<file path="src/shared/charger_option_consts.vh">
// Constants for the charger option register bank
`ifndef CHARGER_OPTION_CONSTS_VH
`define CHARGER_OPTION_CONSTS_VH

// Core clock and timebase
`define CORE_CLK_HZ 25000000
`define MS_CYCLES (`CORE_CLK_HZ / 1000)
`define SHIP_WINDOW_MS 140
`define SHIP_WINDOW_CYCLES (`SHIP_WINDOW_MS * `MS_CYCLES)
`define WAKE_LIMIT_MIN 30
`define WAKE_LIMIT_MS (`WAKE_LIMIT_MIN * 60000)
`define INPUT_OC_BLANK_US 100
`define INPUT_OC_BLANK_CYCLES ((`CORE_CLK_HZ / 1000000) * `INPUT_OC_BLANK_US)

// Register commands
`define REG_CHARGE_OPTION_ONE 8'h30
`define REG_CHARGE_OPTION_TWO 8'h31

// Reset values
`define CHARGE_OPTION_ONE_RESET 2'h1
`define CHARGE_OPTION_TWO_RESET 16'h02b7

// Option one field positions
`define BIT_SHIP_DISCHARGE 1
`define BIT_AUTO_WAKEUP 0

// Option two field positions
`define FLD_OVERLOAD_TIME_HI 15
`define FLD_OVERLOAD_TIME_LO 14
`define BIT_PEAK_ON_INPUT 13
`define BIT_PEAK_ON_SYS 12
`define BIT_OVERLOAD_STAT 11
`define BIT_RELAX_STAT 10
`define FLD_CYCLE_TIME_HI 9
`define FLD_CYCLE_TIME_LO 8
`define BIT_PIN_LIMIT 7
`define BIT_MONITOR_DIR 6
`define BIT_LOW_SWITCH_TRIP 5
`define BIT_INPUT_SENSE_TRIP 4
`define BIT_INPUT_OC_EN 3
`define BIT_INPUT_OC_LEVEL 2
`define BIT_DISCHARGE_OC_EN 1
`define BIT_DISCHARGE_OC_LEVEL 0

// Peak power timings in ms per code
`define OVERLOAD_MS_0 6'd1
`define OVERLOAD_MS_1 6'd2
`define OVERLOAD_MS_2 6'd10
`define OVERLOAD_MS_3 6'd20
`define CYCLE_MS_0 6'd5
`define CYCLE_MS_1 6'd10
`define CYCLE_MS_2 6'd20
`define CYCLE_MS_3 6'd40

`endif

</file>
<file path="src/logic/charger_option_control_bank.v">
// Charger option control bank: option one low bits and option two
// Function
// RULE_01: Ship bit set pulls battery sense low for 140 ms, then self-clears.
// RULE_02: Auto-wakeup with low battery enables 128 mA charge for up to 30 minutes.
// RULE_03: Battery above minimum during wakeup stops charge and clears wakeup bit.
// RULE_04: Overload time field bits 15-14 selects 1, 2, 10, 20 ms; reset 00.
// RULE_05: Bit 13 enables input overshoot trigger; bit 12 system undershoot trigger.
// RULE_06: Both trigger enables zero keeps peak power mode off.
// RULE_07: Adapter removal clears both peak power trigger enables.
// RULE_08: Bit 11 shows overload cycle; writing zero ends it.
// RULE_09: Bit 10 shows relaxation cycle; writing zero ends it.
// RULE_10: Cycle time field bits 9-8 selects 5, 10, 20, 40 ms; reset 10.
// RULE_11: Overload time not shorter than cycle time skips relaxation.
// RULE_12: Bit 7 chooses register-only or lower of pin and register limit.
// RULE_13: Bit 6 makes current monitor report discharge (0) or charge (1).
// RULE_14: Bit 5 low-switch trip threshold 300 mV or 500 mV.
// RULE_15: Bit 4 input sense trip threshold 150 mV or 280 mV.
// RULE_16: Bit 3 input overcurrent disables converter after 100 us blanking.
// RULE_17: Bit 2 input overcurrent level 125% or 200% of critical current.
// RULE_18: Bit 1 discharge overcurrent disables converter on detection.
// RULE_19: Bit 0 discharge overcurrent level 125% or 200% of discharge limit.
// RULE_20: Auto-wakeup bit resets to one, ship bit resets to zero.
// RULE_21: Intervals come from timebase counters; self-cleared bits read back cleared.
`timescale 1ns/1ps
`default_nettype none
`include "charger_option_consts.vh"

module charger_option_control_bank #(
	parameter [6:0] DEV_ADDR = 7'h09,
	parameter integer MS_CYCLES = `MS_CYCLES,
	parameter integer SHIP_CYCLES = `SHIP_WINDOW_CYCLES,
	parameter integer WAKE_MS = `WAKE_LIMIT_MS
) (
	// Clock and reset
	input wire core_clk,
	input wire reset,
	// SMBus pins
	input wire scl_in,
	input wire sda_in,
	output wire sda_out,
	output wire sda_drive_n,
	// Analog status inputs
	input wire adapter_present,
	input wire battery_below_min,
	input wire input_overshoot,
	input wire sys_undershoot,
	input wire input_overcurrent_det,
	input wire discharge_overcurrent_det,
	// Shipping and wakeup controls
	output wire battery_sense_neg_pulldown,
	output wire wake_charge_en,
	// Peak power controls
	output wire [1:0] peak_overload_time_sel,
	output wire [1:0] peak_cycle_time_sel,
	output wire peak_overload_active,
	output wire peak_relax_active,
	// Analog selections
	output wire pin_limit_select,
	output wire monitor_direction_sel,
	output wire low_switch_trip_sel,
	output wire input_sense_trip_sel,
	output wire input_overcurrent_level_sel,
	output wire discharge_overcurrent_level_sel,
	output wire converter_disable
);

	localparam [2:0] PK_IDLE = 3'b001;
	localparam [2:0] PK_OVERLOAD = 3'b010;
	localparam [2:0] PK_RELAX = 3'b100;
	localparam integer BLANK_LAST = `INPUT_OC_BLANK_CYCLES - 1;
	localparam integer SHIP_LAST = SHIP_CYCLES - 1;
	localparam integer WAKE_LAST = WAKE_MS - 1;
	localparam integer MS_LAST = MS_CYCLES - 1;
	localparam [1:0] OPT1_RESET = `CHARGE_OPTION_ONE_RESET;

	function [5:0] overload_ms;
		input [1:0] code;
		begin
			case (code)
			2'h0: overload_ms = `OVERLOAD_MS_0;
			2'h1: overload_ms = `OVERLOAD_MS_1;
			2'h2: overload_ms = `OVERLOAD_MS_2;
			default: overload_ms = `OVERLOAD_MS_3;
			endcase
		end
	endfunction

	function [5:0] cycle_ms;
		input [1:0] code;
		begin
			case (code)
			2'h0: cycle_ms = `CYCLE_MS_0;
			2'h1: cycle_ms = `CYCLE_MS_1;
			2'h2: cycle_ms = `CYCLE_MS_2;
			default: cycle_ms = `CYCLE_MS_3;
			endcase
		end
	endfunction

	wire wr_en;
	wire [7:0] cmd;
	wire [15:0] wr_data;
	reg [15:0] rd_data;
	wire [5:0] raw_in;
	reg [5:0] sync_m, sync_s;
	reg adapter_p;
	reg ship, auto_wake, wake_on, wake_expired;
	reg [15:0] opt2;
	reg [2:0] pk_state;
	reg [5:0] pk_cnt;
	reg [15:0] ms_div;
	reg ms_tick;
	reg [21:0] ship_cnt;
	reg [20:0] wake_cnt;
	reg [11:0] blank_cnt;
	reg blank_done, conv_off;

	smbus_target #(
		.DEV_ADDR(DEV_ADDR)
	) u_target (
		.core_clk(core_clk),
		.reset(reset),
		.scl_in(scl_in),
		.sda_in(sda_in),
		.sda_drive_n(sda_drive_n),
		.wr_en(wr_en),
		.cmd(cmd),
		.wr_data(wr_data),
		.rd_data(rd_data)
	);

	// Open drain: only ever pulls low
	assign sda_out = 1'b0;

	// Analog levels are asynchronous to the core clock
	assign raw_in = {adapter_present, battery_below_min, input_overshoot,
		sys_undershoot, input_overcurrent_det, discharge_overcurrent_det};
	genvar gi;
	generate
		for (gi = 0; gi < 6; gi = gi + 1) begin : g_sync
			always @(posedge core_clk) begin
				if (reset) begin
					sync_m[gi] <= 1'b0;
					sync_s[gi] <= 1'b0;
				end else begin
					sync_m[gi] <= raw_in[gi];
					sync_s[gi] <= sync_m[gi];
				end
			end
		end
	endgenerate
	wire adapter_s = sync_s[5];
	wire below_s = sync_s[4];
	wire overshoot_s = sync_s[3];
	wire undershoot_s = sync_s[2];
	wire input_oc_s = sync_s[1];
	wire discharge_oc_s = sync_s[0];

	wire wr_one = wr_en && cmd == `REG_CHARGE_OPTION_ONE;
	wire wr_two = wr_en && cmd == `REG_CHARGE_OPTION_TWO;
	wire [5:0] ovl_ms = overload_ms(opt2[`FLD_OVERLOAD_TIME_HI:
		`FLD_OVERLOAD_TIME_LO]); // RULE_04
	wire [5:0] cyc_ms = cycle_ms(opt2[`FLD_CYCLE_TIME_HI:
		`FLD_CYCLE_TIME_LO]); // RULE_10
	wire [5:0] relax_ms = cyc_ms - ovl_ms;
	wire has_relax = cyc_ms > ovl_ms;
	wire pk_enabled = opt2[`BIT_PEAK_ON_INPUT] | opt2[`BIT_PEAK_ON_SYS];
	wire pk_trigger = (opt2[`BIT_PEAK_ON_INPUT] & overshoot_s) |
		(opt2[`BIT_PEAK_ON_SYS] & undershoot_s); // RULE_05
	wire ship_done = ship && ship_cnt == SHIP_LAST[21:0];
	wire wake_done = wake_on && ms_tick && wake_cnt == WAKE_LAST[20:0];

	// Millisecond timebase
	always @(posedge core_clk) begin
		if (reset) begin
			ms_div <= 16'h0000;
			ms_tick <= 1'b0;
		end else begin
			ms_tick <= ms_div == MS_LAST[15:0]; // RULE_21
			ms_div <= (ms_div == MS_LAST[15:0]) ? 16'h0000 :
				ms_div + 16'h0001;
		end
	end

	// Option one: shipping discharge and auto-wakeup
	always @(posedge core_clk) begin
		if (reset) begin
			ship <= OPT1_RESET[`BIT_SHIP_DISCHARGE]; // RULE_20
			auto_wake <= OPT1_RESET[`BIT_AUTO_WAKEUP]; // RULE_20
			ship_cnt <= 22'h000000;
			wake_on <= 1'b0;
			wake_expired <= 1'b0;
			wake_cnt <= 21'h000000;
		end else begin
			ship_cnt <= (ship && !ship_done) ? ship_cnt + 22'h000001 :
				22'h000000; // RULE_01
			if (ship_done)
				ship <= 1'b0; // RULE_01
			if (wake_on && !below_s)
				auto_wake <= 1'b0; // RULE_03
			// Host write comes last so a set beats a same-cycle clear
			if (wr_one) begin
				ship <= wr_data[`BIT_SHIP_DISCHARGE];
				auto_wake <= wr_data[`BIT_AUTO_WAKEUP];
			end
			wake_on <= auto_wake && below_s && !wake_expired &&
				!wake_done && !(wr_one && !wr_data[`BIT_AUTO_WAKEUP]); // RULE_02
			if (!wake_on)
				wake_cnt <= 21'h000000;
			else if (ms_tick)
				wake_cnt <= wake_cnt + 21'h000001; // RULE_02
			// Expiry beats a same-cycle rewrite, then holds until the next
			if (wake_done)
				wake_expired <= 1'b1; // RULE_02
			else if (wr_one || !auto_wake)
				wake_expired <= 1'b0;
		end
	end

	// Option two storage
	always @(posedge core_clk) begin
		if (reset) begin
			opt2 <= `CHARGE_OPTION_TWO_RESET; // RULE_04 RULE_10
			adapter_p <= 1'b0;
		end else begin
			adapter_p <= adapter_s;
			if (wr_two) begin
				opt2 <= wr_data;
				opt2[`BIT_OVERLOAD_STAT] <= 1'b0;
				opt2[`BIT_RELAX_STAT] <= 1'b0;
			end
			// Removal wins over a host write in the same cycle
			if (adapter_p && !adapter_s) begin
				opt2[`BIT_PEAK_ON_INPUT] <= 1'b0; // RULE_07
				opt2[`BIT_PEAK_ON_SYS] <= 1'b0; // RULE_07
			end
		end
	end

	// Peak power overload and relax sequencer
	always @(posedge core_clk) begin
		if (reset) begin
			pk_state <= PK_IDLE;
			pk_cnt <= 6'h00;
		end else begin
			case (pk_state)
			PK_IDLE: begin
				pk_cnt <= 6'h00;
				if (pk_enabled && pk_trigger)
					pk_state <= PK_OVERLOAD;
			end
			PK_OVERLOAD: begin
				if (!pk_enabled) begin
					pk_state <= PK_IDLE; // RULE_06
				end else if (wr_two && !wr_data[`BIT_OVERLOAD_STAT]) begin
					pk_state <= PK_IDLE; // RULE_08
				end else if (ms_tick) begin
					pk_cnt <= pk_cnt + 6'h01;
					if (pk_cnt + 6'h01 >= ovl_ms) begin
						pk_cnt <= 6'h00;
						pk_state <= has_relax ? PK_RELAX : PK_IDLE; // RULE_11
					end
				end
			end
			PK_RELAX: begin
				if (!pk_enabled) begin
					pk_state <= PK_IDLE; // RULE_06
				end else if (wr_two && !wr_data[`BIT_RELAX_STAT]) begin
					pk_state <= PK_IDLE; // RULE_09
				end else if (ms_tick) begin
					pk_cnt <= pk_cnt + 6'h01;
					if (pk_cnt + 6'h01 >= relax_ms)
						pk_state <= PK_IDLE;
				end
			end
			default: pk_state <= PK_IDLE;
			endcase
		end
	end

	// Overcurrent protection
	always @(posedge core_clk) begin
		if (reset) begin
			blank_cnt <= 12'h000;
			blank_done <= 1'b0;
			conv_off <= 1'b0;
		end else begin
			if (!(opt2[`BIT_INPUT_OC_EN] && input_oc_s)) begin
				blank_cnt <= 12'h000;
				blank_done <= 1'b0;
			end else if (blank_cnt == BLANK_LAST[11:0]) begin
				blank_done <= 1'b1; // RULE_16
			end else begin
				blank_cnt <= blank_cnt + 12'h001;
			end
			conv_off <= (blank_done && opt2[`BIT_INPUT_OC_EN] &&
				input_oc_s) || // RULE_16
				(opt2[`BIT_DISCHARGE_OC_EN] && discharge_oc_s); // RULE_18
		end
	end

	// Read data; status bits come from the live sequencer
	always @* begin
		case (cmd)
		`REG_CHARGE_OPTION_ONE:
			rd_data = {14'h0000, ship, auto_wake}; // RULE_21
		`REG_CHARGE_OPTION_TWO: begin
			rd_data = opt2;
			rd_data[`BIT_OVERLOAD_STAT] = pk_state[1]; // RULE_08
			rd_data[`BIT_RELAX_STAT] = pk_state[2]; // RULE_09
		end
		default: rd_data = 16'h0000;
		endcase
	end

	assign battery_sense_neg_pulldown = ship; // RULE_01
	assign wake_charge_en = wake_on; // RULE_02
	assign peak_overload_time_sel = opt2[`FLD_OVERLOAD_TIME_HI:
		`FLD_OVERLOAD_TIME_LO];
	assign peak_cycle_time_sel = opt2[`FLD_CYCLE_TIME_HI:`FLD_CYCLE_TIME_LO];
	assign peak_overload_active = pk_state[1]; // RULE_08
	assign peak_relax_active = pk_state[2]; // RULE_09
	assign pin_limit_select = opt2[`BIT_PIN_LIMIT]; // RULE_12
	assign monitor_direction_sel = opt2[`BIT_MONITOR_DIR]; // RULE_13
	assign low_switch_trip_sel = opt2[`BIT_LOW_SWITCH_TRIP]; // RULE_14
	assign input_sense_trip_sel = opt2[`BIT_INPUT_SENSE_TRIP]; // RULE_15
	assign input_overcurrent_level_sel = opt2[`BIT_INPUT_OC_LEVEL]; // RULE_17
	assign discharge_overcurrent_level_sel =
		opt2[`BIT_DISCHARGE_OC_LEVEL]; // RULE_19
	assign converter_disable = conv_off;

endmodule

`default_nettype wire

</file>
<file path="src/logic/smbus_target.v">
// SMBus word-access target sampled by the core clock
`timescale 1ns/1ps
`default_nettype none

module smbus_target #(
	parameter [6:0] DEV_ADDR = 7'h09
) (
	// Clock and reset
	input wire core_clk,
	input wire reset,
	// Bus pins
	input wire scl_in,
	input wire sda_in,
	output reg sda_drive_n,
	// Register side
	output reg wr_en,
	output reg [7:0] cmd,
	output reg [15:0] wr_data,
	input wire [15:0] rd_data
);

	localparam [4:0] ST_IDLE = 5'b00001;
	localparam [4:0] ST_RECV = 5'b00010;
	localparam [4:0] ST_ACK = 5'b00100;
	localparam [4:0] ST_SEND = 5'b01000;
	localparam [4:0] ST_MACK = 5'b10000;

	reg scl_m, scl_s, scl_p, sda_m, sda_s, sda_p;
	reg [4:0] state;
	reg [3:0] bitcnt;
	reg [7:0] shift;
	reg [7:0] hold;
	reg [1:0] idx;
	reg is_read, high_sent, master_ack;
	wire start = scl_s & scl_p & sda_p & ~sda_s;
	wire stop = scl_s & scl_p & ~sda_p & sda_s;
	wire rise = scl_s & ~scl_p;
	wire fall = ~scl_s & scl_p;

	always @(posedge core_clk) begin
		if (reset) begin
			{scl_m, scl_s, scl_p, sda_m, sda_s, sda_p} <= 6'h3f;
			state <= ST_IDLE;
			bitcnt <= 4'h0;
			shift <= 8'h00;
			hold <= 8'h00;
			idx <= 2'h0;
			is_read <= 1'b0;
			high_sent <= 1'b0;
			master_ack <= 1'b0;
			sda_drive_n <= 1'b1;
			wr_en <= 1'b0;
			cmd <= 8'h00;
			wr_data <= 16'h0000;
		end else begin
			scl_m <= scl_in;
			scl_s <= scl_m;
			scl_p <= scl_s;
			sda_m <= sda_in;
			sda_s <= sda_m;
			sda_p <= sda_s;
			wr_en <= 1'b0;
			if (start) begin
				state <= ST_RECV;
				bitcnt <= 4'h0;
				idx <= 2'h0;
				sda_drive_n <= 1'b1;
			end else if (stop) begin
				state <= ST_IDLE;
				sda_drive_n <= 1'b1;
			end else begin
				case (state)
				ST_IDLE: begin
					sda_drive_n <= 1'b1;
				end
				ST_RECV: begin
					if (rise) begin
						shift <= {shift[6:0], sda_s};
						bitcnt <= bitcnt + 4'h1;
					end else if (fall && bitcnt == 4'h8) begin
						state <= ST_ACK;
						sda_drive_n <= 1'b0;
						bitcnt <= 4'h0;
						case (idx)
						2'h0: begin
							is_read <= shift[0];
							if (shift[7:1] != DEV_ADDR) begin
								state <= ST_IDLE;
								sda_drive_n <= 1'b1;
							end
						end
						2'h1: cmd <= shift;
						2'h2: hold <= shift;
						default: begin
							wr_en <= 1'b1;
							wr_data <= {shift, hold};
						end
						endcase
					end
				end
				ST_ACK: begin
					if (fall) begin
						if (is_read && idx == 2'h0) begin
							// Both bytes captured now so a word reads coherently
							state <= ST_SEND;
							shift <= rd_data[7:0];
							hold <= rd_data[15:8];
							high_sent <= 1'b0;
							sda_drive_n <= rd_data[7];
						end else if (idx == 2'h3) begin
							state <= ST_IDLE;
							sda_drive_n <= 1'b1;
						end else begin
							state <= ST_RECV;
							sda_drive_n <= 1'b1;
							idx <= idx + 2'h1;
						end
					end
				end
				ST_SEND: begin
					if (fall) begin
						if (bitcnt == 4'h7) begin
							state <= ST_MACK;
							sda_drive_n <= 1'b1;
							bitcnt <= 4'h0;
						end else begin
							shift <= {shift[6:0], 1'b0};
							sda_drive_n <= shift[6];
							bitcnt <= bitcnt + 4'h1;
						end
					end
				end
				ST_MACK: begin
					if (rise) begin
						master_ack <= ~sda_s;
					end else if (fall) begin
						if (master_ack && !high_sent) begin
							state <= ST_SEND;
							high_sent <= 1'b1;
							shift <= hold;
							sda_drive_n <= hold[7];
						end else begin
							state <= ST_IDLE;
						end
					end
				end
				default: begin
					state <= ST_IDLE;
					sda_drive_n <= 1'b1;
				end
				endcase
			end
		end
	end

endmodule

`default_nettype wire

</file>
<file path="config.mk">
export PLATFORM = sky130hd
export DESIGN_NAME = charger_option_control_bank
export DESIGN_NICKNAME = d
export VERILOG_FILES = /design/src/logic/charger_option_control_bank.v /design/src/logic/smbus_target.v
export VERILOG_INCLUDE_DIRS = /design/src /design/src/shared
export SDC_FILE = /design/constraint.sdc
export NUM_CORES = 1
export LEC_CHECK = 0
export BUFFER_PORTS_ARGS = -buffer_cell sky130_fd_sc_hd__buf_2
export CORE_ASPECT_RATIO = 1.4
export CORE_MARGIN = 1
export CORE_UTILIZATION = 50
export CTS_BUF_LIST = sky130_fd_sc_hd__clkbuf_4 sky130_fd_sc_hd__clkbuf_8
export DETAILED_ROUTE_END_ITERATION = 10
export PLACE_DENSITY_LB_ADDON = 0.15
export SLEW_MARGIN = 20
export SYNTH_ARGS = -nofsm -noshare
export SYNTH_HDL_FRONTEND = slang
export SYNTH_HIERARCHICAL = 1
export SYNTH_SLANG_ARGS = --single-unit
</file>
<file path="constraint.sdc">
create_clock -name core_clk -period 5.3 [get_ports core_clk]
set_input_delay 0.265 -clock core_clk [delete_from_list [all_inputs] [get_ports core_clk]]
set_output_delay 0.265 -clock core_clk [all_outputs]
set_load 0.01 [all_outputs]
</file>
=== Word-level counts from Yosys, hierarchy flattened ===
Index checks and enable logic that the tools add are counted.

* Bits in registers: 176
* Input bits: 10
* Output and inout port bits: 17
* Logic and storage cells: 293

* Add/sub/neg operators: 8
* Magnitude comparators: 3
* Equal/unequal tests: 56
* Mux-type cells: 82
* Bitwise gates (word level): 27
* Reduce and logical (&&, ||, !) cells: 70

{| class="wikitable"
|+ Operators with widths
! cell !! number
|-
| $mux W8 || 13
|-
| $mux W5 || 9
|-
| $mux W6 || 7
|-
| $pmux W6 S3 || 2
|-
| $mux W3 || 11
|-
| $pmux W16 S2 || 1
|-
| $pmux W8 S4 || 1
|-
| $reduce_and A8 Y1 || 4
|-
| $pmux W5 S5 || 1
|-
| $logic_and A1 B1 Y1 || 23
|-
| $mux W1 || 23
|-
| $add A22 B1 Y22 const B || 1
|-
| $eq A22 B22 Y1 const B || 1
|-
| $ne A2 B2 Y1 const B || 11
|-
| $add A21 B1 Y21 const B || 1
|-
| $eq A21 B21 Y1 const B || 1
|-
| $mux W4 || 5
|-
| $ne A4 B1 Y1 const B || 5
|-
| $reduce_and A6 Y1 || 3
|-
| $add A16 B1 Y16 const B || 1
|-
| $eq A16 B15 Y1 const B || 1
|-
| $eq A8 B6 Y1 const B || 2
|-
| $ne A2 B1 Y1 const B || 8
|-
| $ne A4 B4 Y1 const B || 4
|-
| 46 further kinds || 107
|}

=== Logic depth before layout (Yosys ltp) ===
Gate-level depths: netlist of the first run.

* Depth after elaboration: 9
* Depth in mapped cells: 15
* Depth with buffers taken out: 15

=== Modules after synthesis ===
Netlist of the first run, hierarchy kept.

{| class="wikitable"
|+ Modules (own cells, without submodules)
! module !! instances !! cells each !! area an instance (um2) !! sequential area each (um2)
|-
| charger_option_control_bank || 1 || 632 || 5440.2 || 2282.2
|-
| smbus_target || 1 || 347 || 3110.5 || 1241.2
|}

=== Worst setup path after synthesis of the first run ===
No wires, ideal clock.

* Kind: reg2reg
* Start: reg opt2[14]
* End: reg pk_state[1]
* Data arrival time: 3.104 ns
* Data required time: 5.230 ns
* Path slack: 2.126 ns
* Cell stages (with the launch flop): 16
* Period minus slack after synthesis: 3.174 ns
* Cell sequence: dfxtp_1 > inv_1 > ha_1 > inv_1 > ha_1 > a21o_1 > a21o_1 > a21o_1 > a21oi_1 > xor2_1 > ha_1 > a21oi_1 > and3_1 > a221o_1 > or3_1 > a21oi_1

* Word-level cells in the longest chain between the ends: 6
* Elaborated cells on any way between the ends: 10

{| class="wikitable"
|+ Ends and longest elaborated chain
! what !! RTL line !! RTL
|-
| start: declaration || charger_option_control_bank.v:108 || <nowiki>reg [15:0] opt2;</nowiki>
|-
| start signal: assignment || charger_option_control_bank.v:223 || <nowiki>opt2 <= `CHARGE_OPTION_TWO_RESET;</nowiki>
|-
| start signal: assignment || charger_option_control_bank.v:228 || <nowiki>opt2 <= wr_data;</nowiki>
|-
| $eq A2 B2 Y1 (tied with other cells) || charger_option_control_bank.v:79 || <nowiki>case (code)</nowiki>
|-
| $pmux W5 S3 * || charger_option_control_bank.v:79 ||
|-
| $sub A6 B6 Y6 || charger_option_control_bank.v:165 || <nowiki>wire [5:0] relax_ms = cyc_ms - ovl_ms;</nowiki>
|-
| $ge A6 B6 Y1 || charger_option_control_bank.v:272 || <nowiki>if (pk_cnt + 6'h01 >= relax_ms)</nowiki>
|-
| $ne A4 B4 Y1 (no source line) || n/a ||
|-
| $reduce_and A5 Y1 (no source line) * || n/a ||
|-
| end signal: assignment || charger_option_control_bank.v:261 || <nowiki>pk_state <= has_relax ? PK_RELAX : PK_IDLE;</nowiki>
|-
| end: declaration || charger_option_control_bank.v:109 || <nowiki>reg [2:0] pk_state;</nowiki>
|}

Mark *: on every way between the ends. The rest lies on a longest branch, timed or not.
A chain may end at the register's enable or synchronous reset.

=== Worst setup path after layout of the first run ===
Same ends and word-level chain as after synthesis.

==> results.md, run 1 <==
- After detailed routing, the average wire length per cell comes to 14.4 um.
- For hold timing, the worst endpoint is sync_m[2]$_SDFF_PP0_.
- In the post-synthesis netlist, the biggest area contributors are sky130_fd_sc_hd__dfxtp_1, sky130_fd_sc_hd__nor2_1, sky130_fd_sc_hd__ha_1.
- The floorplan step set the die height to 157 um.
- The signed area change from the synthesized netlist to the final layout is 7.90%.
- The share of the yosys chip area belonging to registers is 0.412.
- The number of design-rule violations left by the first detailed-router iteration is 312.
- The final count of negative-setup-slack endpoints is 0.
- The type of the worst min-delay path is input pin to register.
- The worst path arrival time is 3.84 ns.
- After layout, the worst setup slack is 1.85 ns.
- The share of post-route cells with drive strength above 1 is 0.0870.
- Once layout is complete, the cells apart from fillers number 1203.
- In this run the register-to-register setup slack is 1.85 ns.
- The sum of routed wire length over all layers is 17300 um.
- The clock root buffer is sky130_fd_sc_hd__clkbuf_8.
- In this run the critical register-to-register path is launched from opt2[14]$_SDFFE_PP0P_.
- The maximum vdd drop is 0.176 mV.
- The total congestion overflow after global routing is 0.
- The post-synthesis cell area is 8550 sq um.
- The final total negative setup slack is 0 ns.
- In this run the cell area measured after placement is 8730 sq um.
- The average vias per placed instance is 5.52.
- The detail route stage leaves a number of antenna-violating nets equal to 0.
- The max-slew headroom at the worst pin is 0.314.
- The number of nets in the layout is 1029.
- The number of buffers inserted during clock tree synthesis is 17.
- After routing the design area is 9230 sq um.
- TritonCTS built the clock tree.
- The floorplan die area is 17600 sq um.
- The achievable clock frequency is 290 MHz.
- Counting every sink on the clock net gives 176.
- In the routed design, unresolved DRC markers number 0.
- For the worst flop-to-flop path, the logic depth is 15.
- The repair_antennas step left the layout with diodes totalling 0.
- Along the worst path, the maximum fanout reaches 5.
- Summed over all cells, the static leakage comes to 3.23 nW.
- The number of search-and-repair iterations in the first detailed-routing pass is 5.
- The number of violations of the max-capacitance limit is 0.
- For this run, the leading register cell type out of synthesis is sky130_fd_sc_hd__dfxtp_1.
- From left edge to right edge, the die measures 113 um.
- The instance count after placement with tap cells included is 1167.
- The worst setup path is captured at a register.
- The power density relative to cell area is 276 nW/um^2.
- The area of the core is 16700 sq um.
- The endpoint identified for the worst register-to-register timing path is pk_state[1]$_SDFFE_PP0P_.
- For the final database, setup skew stands at 0.0168 ns.
- The critical path is of the register to register type.
- The count of cells along the worst hold path is 2.
- For the pin with the worst max-slew slack, the measured transition is 1.03 ns.
- The largest single stage delay on the critical path is 0.41 ns.
- The global-route total usage across every layer is 0.209.
- In this run the count of I/O pins placed on the die edge is 27.
- The routability congestion estimate is 0.861.
- The proportion of register bits with asynchronous set or reset after synthesis is 0.
- The relative contribution of the clock network to total power is 0.413.
- Of the post-synthesis cell area, the dominant cell type holds 0.412.
- The level count of the clock H-tree is 4.
- The clock latency on the worst-skew pair is 0.47 ns.
- The signal on the critical path passes through inv_1 > ha_1 > inv_1 > ha_1 > a21o_1 > a21o_1 > a21o_1 > a21oi_1 > xor2_1 > ha_1 > a21oi_1 > and3_1 > a221o_1 > or3_1 > a21oi_1.
- STA classifies the critical path startpoint as a register.
- Entering global routing, the biggest net connects 78 pins.
- The number of endpoints with negative hold slack in the final report is 0.
- After filler insertion, the fill cell instance count of the layout stands at 1555.
- The post-layout total power is 2.54 mW.
- The part of the power in registers is 0.534.
- The via count of the first global-routing pass was 6393.
- The internal power of the cells totals 1.94 mW.
- The number of instances in the synthesized netlist is 979.
- Setup repair after global routing left no endpoint under its margin.
- The combinational group share of total power is 0.054.
- The HPWL after detailed placement is 12400 um.
- The startpoint of the worst hold path is sys_undershoot.
- The clock-pin slew on the worst setup and hold paths is 0.10 ns.
- For this configuration, the core starts out at a cell density of 0.511.
- The post-synthesis cell type with the largest combined area is sky130_fd_sc_hd__dfxtp_1.
- A synthesized cell averages 8.73 sq um.
- The first global-routing pass estimated 30000 um of wire.
- When the netlist entered floorplanning its net count stood at 1021.
- The post-route core utilization is 0.551.
- Yosys printed 6 warnings.
- The count of flip-flops with a built-in enable after synthesis is 0.
- The slowest stage of the critical path belongs to the cell sky130_fd_sc_hd__dfxtp_1.
- The via total after detailed routing is 6637.
- The part of the cycle the worst path needs is 0.651.
- The number of rows created at floorplan is 56.
- The number of pins exceeding their max-slew limit in the final report is 0.
- The number of storage elements in the synthesis netlist is 176.
- Final hold analysis gives a worst-case slack of 0.0269 ns.
- The fraction of power spent switching nets is 0.238.
- Before CTS, the worst setup slack after placement is 1.92 ns.
- The post-route minimum period is 3.45 ns.
- The number of distinct library cell variants in the gate-level netlist after synthesis is 80.
- For the worst setup path, the data required time is 5.69 ns.
- Counting along the longest clock path gives a buffer depth of 2.
- The count of input and output buffers is 25.
- For this design the total switching power over the nets is 605 uW.
- The initial antenna violation count is 0.
- The flow ran to the end, and the final reports show no timing, DRC or antenna violations.
## placed cells by master, fill, tap and decap left out, types with 14 or more instances in the layout
cell type	Yosys	layout
sky130_fd_sc_hd__a21oi_1	40	40
sky130_fd_sc_hd__and2_1	21	21
sky130_fd_sc_hd__and3_1	15	15
sky130_fd_sc_hd__buf_2	7	25
sky130_fd_sc_hd__clkbuf_8	0	19
sky130_fd_sc_hd__dfxtp_1	176	176
sky130_fd_sc_hd__ha_1	31	31
sky130_fd_sc_hd__inv_1	36	36
sky130_fd_sc_hd__mux2i_1	31	31
sky130_fd_sc_hd__nand2_1	84	84
sky130_fd_sc_hd__nand3_1	50	50
sky130_fd_sc_hd__nand3b_1	14	14
sky130_fd_sc_hd__nand4_1	18	18
sky130_fd_sc_hd__nor2_1	131	131
sky130_fd_sc_hd__nor2b_1	21	21
sky130_fd_sc_hd__nor3_1	20	20
sky130_fd_sc_hd__nor4_1	14	14
sky130_fd_sc_hd__o21ai_0	21	21
sky130_fd_sc_hd__xnor2_1	25	25
sky130_fd_sc_hd__xor2_1	44	44
## worst max-delay path by stage
stage | startpoint | endpoint | slack, ns
after global routing | opt2[14]$_SDFFE_PP0P_ | pk_state[1]$_SDFFE_PP0P_ | 1.61
after detailed placement | opt2[14]$_SDFFE_PP0P_ | pk_state[1]$_SDFFE_PP0P_ | 1.92
after global placement | opt2[14]$_SDFFE_PP0P_ | pk_state[1]$_SDFFE_PP0P_ | 1.98
after CTS | opt2[14]$_SDFFE_PP0P_ | pk_state[1]$_SDFFE_PP0P_ | 1.87
after floorplan | opt2[14]$_SDFFE_PP0P_ | pk_state[1]$_SDFFE_PP0P_ | 2.13
final | opt2[14]$_SDFFE_PP0P_ | pk_state[1]$_SDFFE_PP0P_ | 1.85
## cells in the mapped netlist (18+ instances only)
| library cell | number |
|---|---|
| sky130_fd_sc_hd__dfxtp_1 | 176 |
| sky130_fd_sc_hd__nor2_1 | 131 |
| sky130_fd_sc_hd__nand2_1 | 84 |
| sky130_fd_sc_hd__nand3_1 | 50 |
| sky130_fd_sc_hd__xor2_1 | 44 |
| sky130_fd_sc_hd__a21oi_1 | 40 |
| sky130_fd_sc_hd__inv_1 | 36 |
| sky130_fd_sc_hd__ha_1 | 31 |
| sky130_fd_sc_hd__mux2i_1 | 31 |
| sky130_fd_sc_hd__clkbuf_1 | 25 |
| sky130_fd_sc_hd__xnor2_1 | 25 |
| sky130_fd_sc_hd__and2_1 | 21 |
| sky130_fd_sc_hd__nor2b_1 | 21 |
| sky130_fd_sc_hd__o21ai_0 | 21 |
| sky130_fd_sc_hd__nor3_1 | 20 |
| sky130_fd_sc_hd__nand4_1 | 18 |
## worst max-delay path: cells and delay by family (launching register included)
kind                     cells  cell delay (ns)
adder cells (fa/ha/maj)      3             0.86
AND/OR/NAND/NOR              2             0.50
XOR/XNOR                     1             0.09
buffers and inverters        2             0.20
AO/OA/AOI/OAI                7             1.31
flip-flops                   1             0.41
## cells by family after synthesis
kind of cell / synth area share
other: 0.000439
adders and majority gates: 0.0477
muxes: 0.0376
DFF: 0.412
and+or+nand+nor: 0.271
xor gates and xnor gates: 0.0726
buffers and inverters: 0.0414
AOI/OAI and AO/OA: 0.117
## state kept, by name, summed over array words and instances, names as in the netlist, 2 cells and up
register          cells
blank_cnt            12
ms_div               16
opt2                 14
pk_cnt                6
pk_state              3
ship_cnt             22
sync_m                6
u_target/bitcnt       4
u_target/cmd          8
u_target/hold         8
u_target/idx          2
u_target/shift        8
u_target/state        5
u_target/wr_data     16
wake_cnt             21
## repair_timing
item,4_1_cts,5_1_grt
endpoints found under the hold margin,3,1
resized for setup,0,0
setup buffers,0,0
hold buffers,3,1
## power by group through the flow
stage                     registers [mW]  clock network (mW)  logic (mW)
final                               1.36                1.05       0.136
after detailed placement            1.39                   0       0.133
after CTS                           1.36                1.08       0.135
after global placement              1.39                   0       0.133
after global routing                1.36                1.14       0.151
after floorplan                     1.38                   0       0.105
## layout make-up
cell class,count,area (sq um),area share
multi-input combinational,725,4670,0.507
inverter,36,135,0.0146
timing repair buffer,31,180,0.0195
clock inverter,13,199,0.0216
tap,203,254,0.0275
sequential,176,3520,0.382
clock buffer,19,262,0.0283
## routing by layer
layer / track usage / wire length [um] / up-vias
met5: 0 / 0 / -
met4: 0.0648 / 242 / 0
met3: 0.0430 / 460 / 20
met2: 0.373 / 8690 / 85
met1: 0.252 / 7950 / 3104
li1: - / - / 3428
Power figures use the tool's default switching activity.
==> run 2: changes to the inputs <==
clock period = 3 ns   (was 5.3 ns; I/O delays follow)
==> run 2 against run 1 <==
Net effect:
- the flow now finishes with violations (negative setup slack)
- die area stayed put
- total power is 67% higher
- clock-buffer cell count is 1 higher
- sequential cell count stayed put
- largest power group unchanged
- utilization is 1.5 points higher
- clock skew is 0.0013 ns lower
- sequential power is 76% higher
- non-clock buffer count is 26 higher
- wire length is 5.0% higher
- highest routed layer unchanged
- worst setup slack worse by 1.9 ns
- critical endpoint unchanged
- clock power is 50% higher
- global-route usage is 0.89 points higher
==> results.md, run 2 (synthesized netlist as in run 1, its figures left out) <==
- The TritonCTS clock tree is built.
- Global routing finished with a remaining overflow of 0.
- The final count of negative-setup-slack endpoints is 1.
- Of the total power, the share spent switching nets is 0.250.
- The share of total power dissipated in sequential elements is 0.564.
- The via count of the first global-routing pass was 6568.
- Among cell families on the critical path, the largest total delay comes from compound AO/OA/AOI/OAI gates.
- Across all register-to-register paths, the minimum setup slack is -0.05 ns.
- The startpoint identified for the worst hold timing path is reset.
- Setup repair after global routing could not meet its margin everywhere.
- The hold-critical path endpoint is u_target/wr_data[1]$_SDFFE_PP0P_.
- The global-route total usage across every layer is 0.218.
- Max-cap violations in this run came to 0.
- Data on the critical path arrives at its endpoint at 3.44 ns.
- The achievable clock frequency is 327 MHz.
- The analysis attributes to cell leakage a power of 3.33 nW.
- The number of pins exceeding their max-slew limit in the final report came to 0.
- The count of nets left with antenna violations once routing finished came out at 0.
- The area growth from synthesis to layout is 10.8%.
- The first global-routing pass estimated 30800 um of wire.
- In this run the cell area measured after placement is 8870 sq um.
- The initial antenna violation count is 0.
- The chip height is 157 um.
- The register with the most flip-flops in the layout has 22 of them.
- The sum of routed wire length over all layers is 18200 um.
- The initial utilization of the core area, before any placement, comes to 0.511.
- Counting both buffers and inverters, the worst setup path holds a total of 3.
- Fill cells in the final layout number 1575.
- The maximum vdd drop is 0.240 mV.
- The critical register-to-register path endpoint is pk_state[1]$_SDFFE_PP0P_.
- The final antenna diode count is 0.
- The relative contribution of the clock network to total power is 0.368.
- The worst hold path was traced through 2 stages.
- The number of buffers inserted during clock tree synthesis is 17.
- The run finished, with violations left.
- Measured against its own limit, the worst slew margin works out to 0.452.
- The clock net in this run drives a total of 176 sinks.
- The signal on the critical path passes through inv_2 > ha_4 > inv_4 > buf_4 > fa_2 > a21oi_2 > nor2_1 > o21a_1 > nand2b_4 > ha_4 > o2111ai_2 > a221o_1 > or3_4 > a21oi_2.
- The power density relative to cell area is 449 nW/um^2.
- At the pin with the least slew margin, the transition time is 0.814 ns.
- In this run the clock root is driven by a sky130_fd_sc_hd__clkbuf_8.
- Of the cells placed in the final design, the portion with a size suffix greater than 1 is 0.129.
- Entering global routing, the biggest net connects 66 pins.
- The combinational group share of total power is 0.068.
- The internal portion of total power is 3.19 mW.
- The part of the cycle the worst path needs is 1.02.
- The number of endpoints with negative hold slack in the final report is 0.
- Setup slack on the critical path of the routed design comes to -0.0546 ns.
- The net switching power of the design is 1.06 mW.
- The number of rows created at floorplan is 56.
- Prior to clock tree synthesis, the placed netlist has a worst setup slack of -0.0939 ns.
- The longest clock path from root to sink contains 2 buffers.
- Counting I/O delays and the setup requirement, the final critical path takes 3.05 ns.
- The tightest hold margin is 0.167 ns.
- The pre-antenna-repair detailed-routing pass consisted of 4 iterations.
- The core region is 16700 sq um.
- The die is 113 um wide.
- The number of design-rule violations left by the first detailed-router iteration is 259.
- After routing the design area is 9470 sq um.
- The average vias per placed instance is 5.52.
- The kind of launch point of the worst setup path is a register.
- The clock-pin slew on the worst setup and hold paths is 0.09 ns.
- The startpoint identified for the worst register-to-register timing path is opt2[14]$_SDFFE_PP0P_.
- The count of input and output buffers is 25.
- The top cell types in the final layout, fill and taps aside, are sky130_fd_sc_hd__dfxtp_1, sky130_fd_sc_hd__nor2_1, sky130_fd_sc_hd__nand2_1, sky130_fd_sc_hd__nand3_1, sky130_fd_sc_hd__xor2_1.
- The routed wire length per instance is 14.8 um.
- The level count of the clock H-tree is 4.
- The slowest stage of the critical path is the sky130_fd_sc_hd__a221o_1 cell.
- In this design, the stage delay of the slowest critical-path cell is 0.41 ns.
- The critical path data required time is 3.39 ns.
- At the end of routability-driven placement, the weighted congestion stood at 0.860.
- The via total after detailed routing is 6775.
- STA classifies the critical path endpoint as a register.
- Of all nets on the critical path, the largest fanout is 3.
- More flip-flops sit in one register than any other, and that register is ship_cnt.
- The net count of the finished layout is 1055.
- The path type of the worst setup path is register to register.
- The post-detailed-route DRC marker count is 0.
- After legalization and detailed placement, the total HPWL measured 13000 um.
- The path depth of the worst reg2reg path is 14.
- The clock latency on the worst-skew pair is 0.46 ns.
- Clock skew on the completed layout was measured at 0.0155 ns.
- The floorplan die area is 17600 sq um.
- The most common cell after layout, fill and taps aside is sky130_fd_sc_hd__dfxtp_1.
- The final reports fail on negative setup slack.
- For this design the top-level I/O count stands at 27.
- The largest registers in the layout are ship_cnt x22, wake_cnt x21.
- The type of the worst min-delay path is input pin to register.
run 2: cell type report:
cell class	instances	area [sq um]	share of cell area
Multi-Input combinational cell	725	4800	0.506
Sequential cell	176	3530	0.372
Tap cell	203	254	0.0268
Clock buffer	20	263	0.0277
Clock inverter	11	109	0.0115
Timing Repair Buffer	57	385	0.0407
Inverter	36	138	0.0145
run 2: stage by stage:
step | util | power [mW] | cells | setup TNS (ns)
6_report | 0.566 | 4.25 | 1228 | -0.0546
5_1_grt | 0.566 | 4.44 | 1228 | -0.437
4_1_cts | 0.560 | 4.28 | 1227 | -0.165
3_5_place_dp | 0.530 | 2.69 | 1183 | -0.0994
3_3_place_gp | 0.530 | 2.69 | 1183 | -0.0295
2_1_floorplan | - | 2.63 | 979 | 0
run 2: power groups by stage:
stage / clock (mW) / sequential, mW / combinational (mW)
2_1_floorplan: 0 / 2.44 / 0.186
5_1_grt: 1.71 / 2.41 / 0.319
3_5_place_dp: 0 / 2.45 / 0.237
4_1_cts: 1.62 / 2.40 / 0.268
3_3_place_gp: 0 / 2.45 / 0.238
6_report: 1.57 / 2.40 / 0.289
run 2: worst max-delay path by stage:
stage	start	depth (start not counted)	slack, ns	endpoint
2_1_floorplan	opt2[15]$_SDFFE_PP0P_	15	0.02	pk_state[1]$_SDFFE_PP0P_
3_3_place_gp	opt2[15]$_SDFFE_PP0P_	15	-0.03	pk_state[1]$_SDFFE_PP0P_
3_5_place_dp	opt2[15]$_SDFFE_PP0P_	15	-0.09	pk_state[1]$_SDFFE_PP0P_
4_1_cts	opt2[14]$_SDFFE_PP0P_	15	-0.12	pk_state[1]$_SDFFE_PP0P_
5_1_grt	opt2[14]$_SDFFE_PP0P_	16	-0.17	pk_state[1]$_SDFFE_PP0P_
6_report	opt2[14]$_SDFFE_PP0P_	14	-0.05	pk_state[1]$_SDFFE_PP0P_
run 2: what timing repair did:
action	CTS	global route
gates resized for setup	7	17
pin swaps	13	13
setup buffers	5	1
hold buffers	8	0
endpoints found under the hold margin	8	0
cloned	0	0
setup endpoints to repair	2	3
run 2: per-layer routing:
| layer | vias to the layer above | track usage | routed length [um] |
|---|---|---|---|
| li1 | 3481 | - | - |
| met2 | 75 | 0.400 | 9330 |
| met5 | - | 0 | 0 |
| met3 | 35 | 0.0399 | 370 |
| met1 | 3184 | 0.247 | 8110 |
| met4 | 0 | 0.0902 | 421 |
